$ cat src/sarp_pkg.sv
// Constants and state codes for the serial result port of the SAR converter
// Notes on behaviour
// - Low select starts a conversion
// - Select stays low for the whole frame
// - Result bits shift on serial clock fall
// - Four zeros, then twelve bits MSB first
// - Result coded in two's complement
// - Conversion steps run from the serial clock
// - Code wraps at midscale, 111..1 to 000..0
package sarp_pkg;

    // Result and frame geometry
    localparam int unsigned RES_BITS  = 12;
    localparam int unsigned LEAD_BITS = 4;
    localparam int unsigned FRAME_BITS = LEAD_BITS + RES_BITS;
    localparam int unsigned CNT_W     = 5;

    // Edge counts within a frame, sized for the bit counter
    localparam logic [CNT_W-1:0] CNT_ZERO   = 5'h00;
    localparam logic [CNT_W-1:0] CNT_ONE    = 5'h01;
    localparam logic [CNT_W-1:0] CNT_LEAD   = 5'h04;
    localparam logic [CNT_W-1:0] CNT_CONV   = 5'h0C;
    localparam logic [CNT_W-1:0] CNT_FRAME  = 5'h10;
    localparam logic [CNT_W-1:0] CNT_LASTLD = 5'h03;
    localparam logic [CNT_W-1:0] CNT_TOPIDX = 5'h0E;

    // Reset, first-trial and full-scale values of the approximation register and result code
    localparam logic [RES_BITS-1:0] SAR_RESET = 12'h000;
    localparam logic [RES_BITS-1:0] TRIAL_MID = 12'h800;
    localparam logic [RES_BITS-1:0] CODE_POS_FS = 12'h7FF;
    localparam logic [RES_BITS-1:0] CODE_NEG_FS = 12'h800;
    localparam logic [RES_BITS-1:0] SAR_ONES  = 12'hFFF;

    // Frame sequencer states, one-hot
    typedef enum logic [2:0] {
        ST_IDLE = 3'b001,
        ST_CONV = 3'b010,
        ST_DONE = 3'b100
    } sarp_state_e;

endpackage

$ cat src/sarp_result_port.sv
// Frame sequencer, SAR stepping and serial result shifter
`timescale 1ns/100ps
`default_nettype none

module sarp_result_port #(
    parameter int unsigned RES_W = sarp_pkg::RES_BITS
) (
    input  wire logic             mclk_i,
    input  wire logic             srst_i,
    input  wire logic             conv_frame_n_i,
    input  wire logic             shift_conv_clock_i,
    input  wire logic             comparator_i,
    output logic [RES_W-1:0]      dac_trial_o,
    output logic                  hold_o,
    output logic                  serial_result_out_o,
    output logic                  serial_result_oe_o
);
    import sarp_pkg::*;

    sarp_state_e                 state_q, state_d;
    logic                        cs_n_q;
    logic                        sclk_q;
    logic [CNT_W-1:0]            cnt_q, cnt_d;
    logic [RES_W-1:0]            sar_q, sar_d;
    logic [RES_W-1:0]            trial_q, trial_d;
    logic                        sdo_q, sdo_d;
    logic                        oe_q, oe_d;
    logic                        sclk_fall;
    logic                        frame_start;
    logic [RES_W-1:0]            tc_code;
    logic [3:0]                  out_idx;
    logic [RES_W-1:0]            step_sel;

    // Edge detection on the pins, which arrive synchronous to mclk_i
    assign sclk_fall   = sclk_q & ~shift_conv_clock_i;
    assign frame_start = cs_n_q & ~conv_frame_n_i;

    // Offset-binary SAR word flipped at the MSB gives two's complement
    assign tc_code = {~sar_q[RES_W-1], sar_q[RES_W-2:0]};
    assign out_idx = 4'(CNT_TOPIDX - cnt_q);

    // One-hot pick of the result bit that the current fall resolves;
    // counts past the last result bit select nothing
    for (genvar b = 0; b < RES_W; b++) begin : g_step
        assign step_sel[b] = (cnt_q == CNT_W'(RES_W - 1 - b));
    end

    // Pin history registers
    always_ff @(posedge mclk_i) begin
        if (srst_i) begin
            cs_n_q <= 1'b1;
            sclk_q <= 1'b0;
        end else begin
            cs_n_q <= conv_frame_n_i;
            sclk_q <= shift_conv_clock_i;
        end
    end

    // Next frame state; a raised select always ends the frame at once
    always_comb begin
        state_d = state_q;
        cnt_d   = cnt_q;
        sar_d   = sar_q;
        trial_d = trial_q;
        sdo_d   = sdo_q;
        oe_d    = oe_q;
        case (state_q)
            ST_IDLE: begin
                if (frame_start) begin
                    state_d = ST_CONV;
                    cnt_d   = CNT_ZERO;
                    sar_d   = SAR_RESET;
                    trial_d = TRIAL_MID;
                    sdo_d   = 1'b0;
                    oe_d    = 1'b1;
                end
            end
            ST_CONV: begin
                if (sclk_fall) begin
                    // Only serial clock falls advance the work
                    cnt_d = 5'(cnt_q + CNT_ONE);
                    if (cnt_q < CNT_CONV) begin
                        // Resolve one bit and arm the next trial bit;
                        // masks keep every other bit as it stands
                        sar_d   = (sar_q & ~step_sel)
                                | (step_sel & {RES_W{comparator_i}});
                        trial_d = (trial_q & ~step_sel)
                                | (step_sel & {RES_W{comparator_i}})
                                | (step_sel >> 1);
                    end
                    // Shift the next bit of the frame
                    if (cnt_q < CNT_LASTLD) begin
                        sdo_d = 1'b0;
                    end else if (cnt_q <= CNT_TOPIDX) begin
                        sdo_d = tc_code[out_idx];
                    end
                    // Last falling edge of the frame releases the line
                    if (cnt_q == CNT_FRAME - CNT_ONE) begin
                        state_d = ST_DONE;
                        oe_d    = 1'b0;
                        sdo_d   = 1'b0;
                    end
                end
            end
            ST_DONE: begin
                oe_d = 1'b0;
            end
            default: begin
                state_d = ST_IDLE;
                oe_d    = 1'b0;
            end
        endcase
        // Frame is bounded by the low select
        if (conv_frame_n_i) begin
            state_d = ST_IDLE;
            oe_d    = 1'b0;
            sdo_d   = 1'b0;
        end
    end

    // Frame state registers
    always_ff @(posedge mclk_i) begin
        if (srst_i) begin
            state_q <= ST_IDLE;
            cnt_q   <= CNT_ZERO;
            sar_q   <= SAR_RESET;
            trial_q <= SAR_RESET;
            sdo_q   <= 1'b0;
            oe_q    <= 1'b0;
        end else begin
            state_q <= state_d;
            cnt_q   <= cnt_d;
            sar_q   <= sar_d;
            trial_q <= trial_d;
            sdo_q   <= sdo_d;
            oe_q    <= oe_d;
        end
    end

    // Outputs; hold stays up while the sample is being worked on
    assign dac_trial_o         = trial_q;
    assign hold_o              = (state_q != ST_IDLE);
    assign serial_result_out_o = sdo_q;
    assign serial_result_oe_o  = oe_q;

    // Checks on frame behaviour
    a_start_conv: assert property (
        @(posedge mclk_i) disable iff (srst_i)
        frame_start && !conv_frame_n_i && state_q == ST_IDLE
        |=> state_q == ST_CONV && oe_q && cnt_q == CNT_ZERO)
        else $error("conversion did not start on select fall");

    a_frame_end: assert property (
        @(posedge mclk_i) disable iff (srst_i)
        conv_frame_n_i |=> state_q == ST_IDLE)
        else $error("frame outlived the select");

    // A finished frame keeps the sample held but leaves the line alone
    a_done_quiet: assert property (
        @(posedge mclk_i) disable iff (srst_i)
        state_q == ST_DONE |-> hold_o && !oe_q && !serial_result_out_o)
        else $error("finished frame still driving or lost hold");

    a_shift_edge: assert property (
        @(posedge mclk_i) disable iff (srst_i)
        $past(oe_q) && oe_q && $changed(sdo_q)
        |-> $past(sclk_fall))
        else $error("data changed without a serial clock fall");

    a_lead_zero: assert property (
        @(posedge mclk_i) disable iff (srst_i)
        oe_q && cnt_q < CNT_LEAD |-> !sdo_q)
        else $error("leading bit was not zero");

    a_msb_sign: assert property (
        @(posedge mclk_i) disable iff (srst_i)
        oe_q && cnt_q == CNT_LEAD |-> sdo_q == !sar_q[RES_W-1])
        else $error("sign bit does not match the comparator result");

    a_step_clock: assert property (
        @(posedge mclk_i) disable iff (srst_i)
        state_q == ST_CONV && $past(state_q) == ST_CONV
        && $changed(cnt_q) |-> $past(sclk_fall))
        else $error("conversion stepped without a serial clock fall");

    // Every conversion must open its search at midscale
    a_trial_mid: assert property (
        @(posedge mclk_i) disable iff (srst_i)
        frame_start && state_q == ST_IDLE |=> dac_trial_o == TRIAL_MID)
        else $error("first trial was not midscale");

    a_code_wrap: assert property (
        @(posedge mclk_i) disable iff (srst_i)
        state_q == ST_DONE && (sar_q == SAR_ONES || sar_q == SAR_RESET)
        |-> tc_code == (sar_q[0] ? CODE_POS_FS : CODE_NEG_FS))
        else $error("full-scale codes wrong");

    // A one-cycle select pulse may drive the line for one cycle; the
    // registered enable cannot react sooner, so only the lag is checked
    a_release_idle: assert property (
        @(posedge mclk_i) disable iff (srst_i)
        conv_frame_n_i |=> !oe_q && !serial_result_out_o)
        else $error("output driven while select high");

    a_drive_frame: assert property (
        @(posedge mclk_i) disable iff (srst_i)
        oe_q |-> state_q == ST_CONV && hold_o)
        else $error("line driven outside a conversion frame");

    a_frame_len: assert property (
        @(posedge mclk_i) disable iff (srst_i)
        state_q == ST_CONV ##1 state_q == ST_DONE
        |-> $past(cnt_q) == CNT_FRAME - CNT_ONE)
        else $error("frame did not carry sixteen bits");

    c_full_frame: cover property (@(posedge mclk_i) disable iff (srst_i)
        state_q == ST_CONV ##1 state_q == ST_DONE);
    c_abort: cover property (@(posedge mclk_i) disable iff (srst_i)
        state_q == ST_CONV && conv_frame_n_i);
    c_neg_fs: cover property (@(posedge mclk_i) disable iff (srst_i)
        state_q == ST_DONE && tc_code == CODE_NEG_FS);
    c_pos_fs: cover property (@(posedge mclk_i) disable iff (srst_i)
        state_q == ST_DONE && tc_code == CODE_POS_FS);
    c_reset_frame: cover property (@(posedge mclk_i)
        srst_i && state_q == ST_CONV);

endmodule // sarp_result_port

`default_nettype wire

$ cat config.mk
export PLATFORM = sky130hd
export DESIGN_NAME = sarp_result_port
export DESIGN_NICKNAME = d
export VERILOG_FILES = /design/src/sarp_pkg.sv /design/src/sarp_result_port.sv
export SDC_FILE = /design/constraint.sdc
export NUM_CORES = 1
export LEC_CHECK = 0
export ABC_AREA = 1
export BUFFER_PORTS_ARGS = -buffer_cell sky130_fd_sc_hd__buf_4
export CAP_MARGIN = 20
export CORE_MARGIN = 2
export CORE_UTILIZATION = 53
export DETAILED_ROUTE_END_ITERATION = 8
export PLACE_DENSITY = 0.79
export SLEW_MARGIN = 20
export SYNTH_ARGS = -nofsm -noshare
export SYNTH_HDL_FRONTEND = slang
export SYNTH_SLANG_ARGS = --single-unit
export TNS_END_PERCENT = 50
$ cat constraint.sdc
create_clock -name mclk_i -period 1.5 [get_ports mclk_i]
set_input_delay 0.3 -clock mclk_i [delete_from_list [all_inputs] [get_ports mclk_i]]
set_output_delay 0.3 -clock mclk_i [all_outputs]
set_load 0.05 [all_outputs]
==> results of run 1 <==
[through the flow]
stage	instances	worst slack [ns]	util	cell area, um^2	power (W)
after detailed placement	391	-0.000694	0.617	2260	0.00114
after global routing	399	-0.0118	0.656	2400	0.00191
after CTS	399	0.0202	0.643	2350	0.00187
after global placement	391	0.0607	0.617	2260	0.00114
final	399	0.0919	0.656	2400	0.00185
after floorplan	322	-0.0529	-	2020	0.00110
[how the worst min path moves through the flow]
stage,slack (ns),startpoint,endpoint
after detailed placement,0.46,serial_result_oe_o,serial_result_oe_o
after global placement,0.45,dac_trial_o[11],dac_trial_o[11]
after global routing,0.25,conv_frame_n_i,state_q[0]
after floorplan,0.41,shift_conv_clock_i,sclk_q
after CTS,0.22,shift_conv_clock_i,sclk_q
final,0.23,shift_conv_clock_i,sclk_q
[synthesized netlist by cell type, types with 2 or more instances]
cell type  number  area share
dfxtp_1        36        0.36
nor2_1         24       0.045
nand4_1         2      0.0062
nand2_1       130        0.24
ha_1            6       0.037
o21ai_0         6       0.015
a21oi_2         6       0.026
nand3_1        27       0.067
nor3_1          3      0.0074
inv_1          36       0.067
inv_2           3      0.0056
a21oi_1        27       0.067
buf_6           4       0.022
clkbuf_1        3      0.0056
[repair_timing]
item,4_1_cts,5_1_grt
resized for setup,3,21
endpoints found under the setup margin,17,28
pin swaps,0,2
[flip-flops by register name (all words and copies together), names as in the netlist]
register and cells:
cnt_q 5, cs_n_q 1, dac_trial_o 12, sar_q 12
sclk_q 1, serial_result_oe_o 1, serial_result_out_o 1, state_q 3
[final cells by class]
type / instances / share of cell area
Clock buffer: 8 / 0.0375
Inverter: 39 / 0.0631
Multi-Input combinational cell: 238 / 0.471
Timing Repair Buffer: 30 / 0.0990
Tap cell: 48 / 0.0250
Sequential cell: 36 / 0.304
[power by group through the flow]
stage | registers, W | logic [W] | clock network (W)
5_1_grt | 0.000969 | 0.000170 | 0.000771
6_report | 0.000968 | 0.000158 | 0.000719
2_1_floorplan | 0.00100 | 0.0000948 | 0
3_5_place_dp | 0.000993 | 0.000151 | 0
3_3_place_gp | 0.000993 | 0.000149 | 0
4_1_cts | 0.000971 | 0.000154 | 0.000740
[cells by family (layout without fill, tap and decap cells)]
group,after synthesis,in the layout
compound gates,40,40
fa+ha+maj,6,6
buf+inv,48,77
flops,36,36
simple gates,192,192
[routing by layer]
layer  track usage  vias to the layer above  part of all wire
li1              -                     1065                 -
met1         0.302                      939              0.46
met2         0.378                       43              0.47
met3        0.0548                       11             0.051
met4         0.109                        0             0.020
met5             0                        -                 0
[worst max-delay path: stages, from the launching register on]
cell and delay [ns]:
dfxtp_4 0.36, inv_2 0.08, buf_4 0.14, ha_1 0.18, inv_2 0.06, nor2_1 0.13, inv_1 0.09, nand2_1 0.07
nand3_1 0.06, nand2_1 0.08, a21oi_2 0.04
[cell usage in the layout (no fill, tap or decap), drive strengths merged]
master / netlist / final
nand2: 131 / 131
o22ai: 1 / 1
nor2: 26 / 26
a21oi: 33 / 33
ha: 6 / 6
inv: 39 / 39
buf: 6 / 30
nand3: 28 / 28
nand4: 2 / 2
clkbuf: 3 / 8
dfxtp: 36 / 36
o21ai: 6 / 6
or2: 1 / 1
nor3: 3 / 3
nand3b: 1 / 1
==> implementation parameters, run 1 <==
Parameter                              Value

Run status
  Run status ... finished clean

Critical path
  Type of origin of the critical path ... register
  Maximum fanout along the worst path ... 6
  Worst reg2reg path startpoint ... cnt_q[0]
  Arr. time, crit path ... 1.59 ns
  R2R depth ... 10
  Worst Setup EP ... dac_trial_o[9]
  Reg-to-reg endpoint ... dac_trial_o[9]
  Type of the worst setup path ... reg2reg
  Worst R2R Setup Slack ... 0.09 ns
  Crit. End Element ... register
  Setup crit start ... cnt_q[0]
  Data required, critical path ... 1.68 ns

Pwr
  Register share of total power ... 0.525
  Worst IR Drop VDD ... 0.494 mV
  Leakage power ... 1.03 nW
  Cell-internal power ... 0.00138 W
  Proportion of power drawn by the clock network ... 0.390
  Combinational fraction of design power ... 0.086
  Pwr dens ... 769 nW/um^2
  Share of total power consumed by net switching ... 0.250
  Net switching component of the power ... 0.000461 W

Placed design
  Post-detailed-placement half-perimeter wirelength ... 3440 um
  Number of buffer cells added on primary ports ... 19
  Routability congestion estimate from global placement ... 0.918

Floorplan
  Initial Util ... 0.552
  Floorplan row count ... 22
  Die area ... 4320 um^2
  Chip Width ... 65.7 um
  Io pins ... 20
  Die Y ... 65.7 um
  Area inside the core boundary ... 3660 um^2

Clock tree
  Number of buffers inserted by hold repair at cts ... 0
  Clock buffer depth ... 2
  Total setup buffers inserted after CTS ... 0
  CTS clock-pin slew for the worst setup and hold paths ... 0.07 ns
  TritonCTS Buffers ... 5
  Level count of the clock H-tree ... 2
  # clock sinks ... 36
  Clock tree root buffer cell ... clkbuf_8
  Clock tree from TritonCTS ... yes
  Insertion delay of the later-clocked pin in the worst-skew pair ... 0.29 ns

Detailed routing
  Total wirelength of the detailed-routed design ... 4730 um
  First-pass iteration count of the detailed router ... 4
  Number of antenna-violating nets in the routed design ... 0
  Wirelength per Cell ... 11.8 um
  Vias per cell ... 5.16
  Post-detailed-route DRC marker count ... 0
  Total vias in the final route ... 2058
  Starting DRC count in detailed routing ... 158

Timing
  Slew of the pin with the lowest slew margin ... 0.222 ns
  Final Setup Violations ... 0
  Shortest period the worst path allows ... 1.41 ns
  Maximum clock skew at final layout ... 0.00457 ns
  Top achievable clock speed ... 710 MHz
  Post-Route Hold Slack ... 0.229 ns
  Worst max-slew margin expressed relative to the limit ... 0.850
  Hold Vio Cnt, Final ... 0
  Slew Viols, Final ... 0
  RSZ-0062 raised after global routing ... yes
  Fin Setup TNS ... 0 ns
  Fin crit share ... 0.939

Synth
  XOR/XNOR Fraction of Synth Area ... 0
  FF+latch count, synth ... 36
  Total nets after synthesis ... 333
  Per-instance average area after synthesis ... 6.27 um^2
  Dominant combinational cell family by area after synthesis ... simple AND/OR/NAND/NOR gates
  Compound-cell area share of the yosys netlist ... 0.111
  Portion of the post-synthesis area used by sequential elements ... 0.357
  Post-synthesis simple-gate area fraction ... 0.390
  Fraction of registers with async set/reset ... 0
  Synthesis warning total ... 0
  Synth Instances ... 322
  Number of synthesized flops with an enable pin ... 0
  Main flop type after synthesis ... dfxtp_1
  Unique cell type count in the Yosys netlist ... 23
  Multiplexer share of the synthesized area ... 0
  Synth Cell Area ... 2020 um^2
  Adder-cell area share of the yosys netlist ... 0.0372

Worst hold path
  Hold WC Path Type ... in2reg
  Depth of the worst hold-timing path ... 3

Finish
  Layout cells sized above 1 ... 0.199
  Count of fill cells added during filler insertion ... 337
  Nets ... 361
  Sequential cell area ... 731 um^2
  Synthesis-to-layout area growth ... 18.9%
  Total area of multi-input combinational cells ... 1130 um^2
  Antenna cell count ... 0

Global routing
  Global route overflow ... 0
  Maximum number of pins on one net before global-route repair ... 24
  Number of antenna violations at the first check in global routing ... 0
  Total GRT Usage ... 0.237
  Wire length of the first global-routing pass ... 7830 um
  Number of global-route vias before repair ... 1805

Run
  Number of max-cap violations ... 0
Power figures use the tool's default switching activity.
==> run 2, diff against run 1 <==
--- a/config.mk
+++ b/config.mk
@@ -9,9 +9,10 @@
 export BUFFER_PORTS_ARGS = -buffer_cell sky130_fd_sc_hd__buf_4
 export CAP_MARGIN = 20
 export CORE_MARGIN = 2
-export CORE_UTILIZATION = 53
+export CORE_UTILIZATION = 55
+export CTS_BUF_LIST = sky130_fd_sc_hd__clkbuf_8
 export DETAILED_ROUTE_END_ITERATION = 8
-export PLACE_DENSITY = 0.79
+export PLACE_DENSITY = 0.81
 export SLEW_MARGIN = 20
 export SYNTH_ARGS = -nofsm -noshare
 export SYNTH_HDL_FRONTEND = slang
==> implementation parameters, run 2 (synthesis results as in run 1) <==
Parameter                              Value

Detailed routing
  Starting DRC count in detailed routing ... 118
  Total wirelength of the detailed-routed design ... 4600 um
  First-pass iteration count of the detailed router ... 4
  Total vias in the final route ... 2041
  Post-detailed-route DRC marker count ... 0
  Vias per cell ... 5.10
  Wirelength per Cell ... 11.5 um
  Number of antenna-violating nets in the routed design ... 0

Finish
  Commonest non-fill, non-tap cell in the layout ... nand2_1
  Layout cells sized above 1 ... 0.193
  Post-layout util ... 0.671
  Synthesis-to-layout area growth ... 19.9%
  Nets ... 362
  Count of fill cells added during filler insertion ... 337
  Antenna cell count ... 0
  Number of cells in the finished layout apart from fillers ... 400
  Most used cells in the layout excluding fill and tap cells ... nand2_1, inv_1, dfxtp_1

Global routing
  Maximum number of pins on one net before global-route repair ... 24
  Total GRT Usage ... 0.245
  Wire length of the first global-routing pass ... 8050 um
  Number of antenna violations at the first check in global routing ... 0
  Global route overflow ... 0
  Number of global-route vias before repair ... 1916

Worst hold path
  Depth of the worst hold-timing path ... 3
  Hold WC Path Type ... in2reg

Timing
  Shortest period the worst path allows ... 1.42 ns
  Slew of the pin with the lowest slew margin ... 0.252 ns
  RSZ-0062 raised after global routing ... yes
  Post-Route Hold Slack ... 0.234 ns
  Fin crit share ... 0.948
  Hold Vio Cnt, Final ... 0
  Maximum clock skew at final layout ... 0.00757 ns
  Final Setup Violations ... 0
  Worst max-slew margin expressed relative to the limit ... 0.831
  Top achievable clock speed ... 704 MHz
  Slew Viols, Final ... 0

Run status
  Run status ... finished clean

Critical path
  R2R depth ... 8
  Type of the worst setup path ... reg2reg
  Crit. End Element ... register
  Maximum fanout along the worst path ... 23
  Data required, critical path ... 1.72 ns
  Type of origin of the critical path ... register
  Arr. time, crit path ... 1.64 ns

Clock tree
  Clock buffer depth ... 2
  Level count of the clock H-tree ... 2
  # clock sinks ... 36
  TritonCTS Buffers ... 5
  CTS clock-pin slew for the worst setup and hold paths ... 0.07 ns
  Clock tree from TritonCTS ... yes
  Insertion delay of the later-clocked pin in the worst-skew pair ... 0.29 ns
  Number of buffers inserted by hold repair at cts ... 0
  Clock tree root buffer cell ... clkbuf_8

Floorplan
  Initial Util ... 0.560
  Die Y ... 64.6 um
  Chip Width ... 64.6 um
  Floorplan row count ... 22
  Die area ... 4170 um^2
  Area inside the core boundary ... 3610 um^2
  Io pins ... 20

Placed design
  Number of buffer cells added on primary ports ... 19
  Routability congestion estimate from global placement ... 0.952
  Post-detailed-placement half-perimeter wirelength ... 3300 um
  Number of placed instances, taps included ... 390

Pwr
  Worst IR Drop VDD ... 0.524 mV
  Pwr dens ... 815 nW/um^2
  Leakage power ... 1.05 nW

Run
  Number of max-cap violations ... 0
-- run 2: area by class of cell --
type,instances,area [um^2],share of cell area
Inverter,39,151,0.0625
Multi-Input combinational cell,238,1120,0.465
Clock buffer,5,68.8,0.0284
Clock inverter,3,38.8,0.0160
Sequential cell,36,728,0.301
Tap cell,48,60.1,0.0248
Timing Repair Buffer,31,249,0.103
-- run 2: final timing paths --
kind / to / slack (ns) / startpoint
worst max-delay path: sar_q[5] / 0.08 / state_q[0]
worst min-delay path: sclk_q / 0.23 / shift_conv_clock_i
worst max register to register: sar_q[5] / 0.08 / state_q[0]
worst min register to register: dac_trial_o[11] / 0.47 / dac_trial_o[11]
-- run 2: per-layer routing --
| metal | vias up | global-route usage | wire, um |
|---|---|---|---|
| met4 | 0 | 0.0824 | 61 |
| met2 | 57 | 0.427 | 2170 |
| met3 | 5 | 0.0521 | 234 |
| li1 | 1063 | - | - |
| met5 | - | 0 | 0 |
| met1 | 916 | 0.299 | 2140 |
-- run 2: worst max-delay path, cell delays in order, from the launching register on --
cell and delay (ns):
dfxtp_1 0.35, nor2_2 0.14, nand3_1 0.17, nand2_2 0.14, nand4_1 0.10, inv_2 0.09, buf_12 0.15, nand2_1 0.06
a21oi_1 0.14
-- run 2: power breakdown --
group | leakage, nW | internal [W] | switching [W]
Clock | 0.0593 | 0.000487 | 0.000354
Combinational | 0.695 | 0.0000540 | 0.000109
Sequential | 0.293 | 0.000963 | 0.00000680
-- run 2: stage by stage --
step	power [W]	area, um^2	setup TNS, ns	worst slack (ns)
2_1_floorplan	0.00110	2020	-0.0529	-0.0529
3_3_place_gp	0.00114	2250	-0.00934	-0.00934
3_5_place_dp	0.00114	2250	-0.0418	-0.0236
4_1_cts	0.00197	2360	0	0.0265
5_1_grt	0.00204	2420	-0.0253	-0.0218
6_report	0.00197	2420	0	0.0787
-- run 2: what timing repair did --
item                                    in CTS  in global routing
resized for setup                            3                 17
buffers inserted                             0                  2
pin swaps                                    0                  3
endpoints found under the setup margin      11                 28
gates cloned                                 0                  0
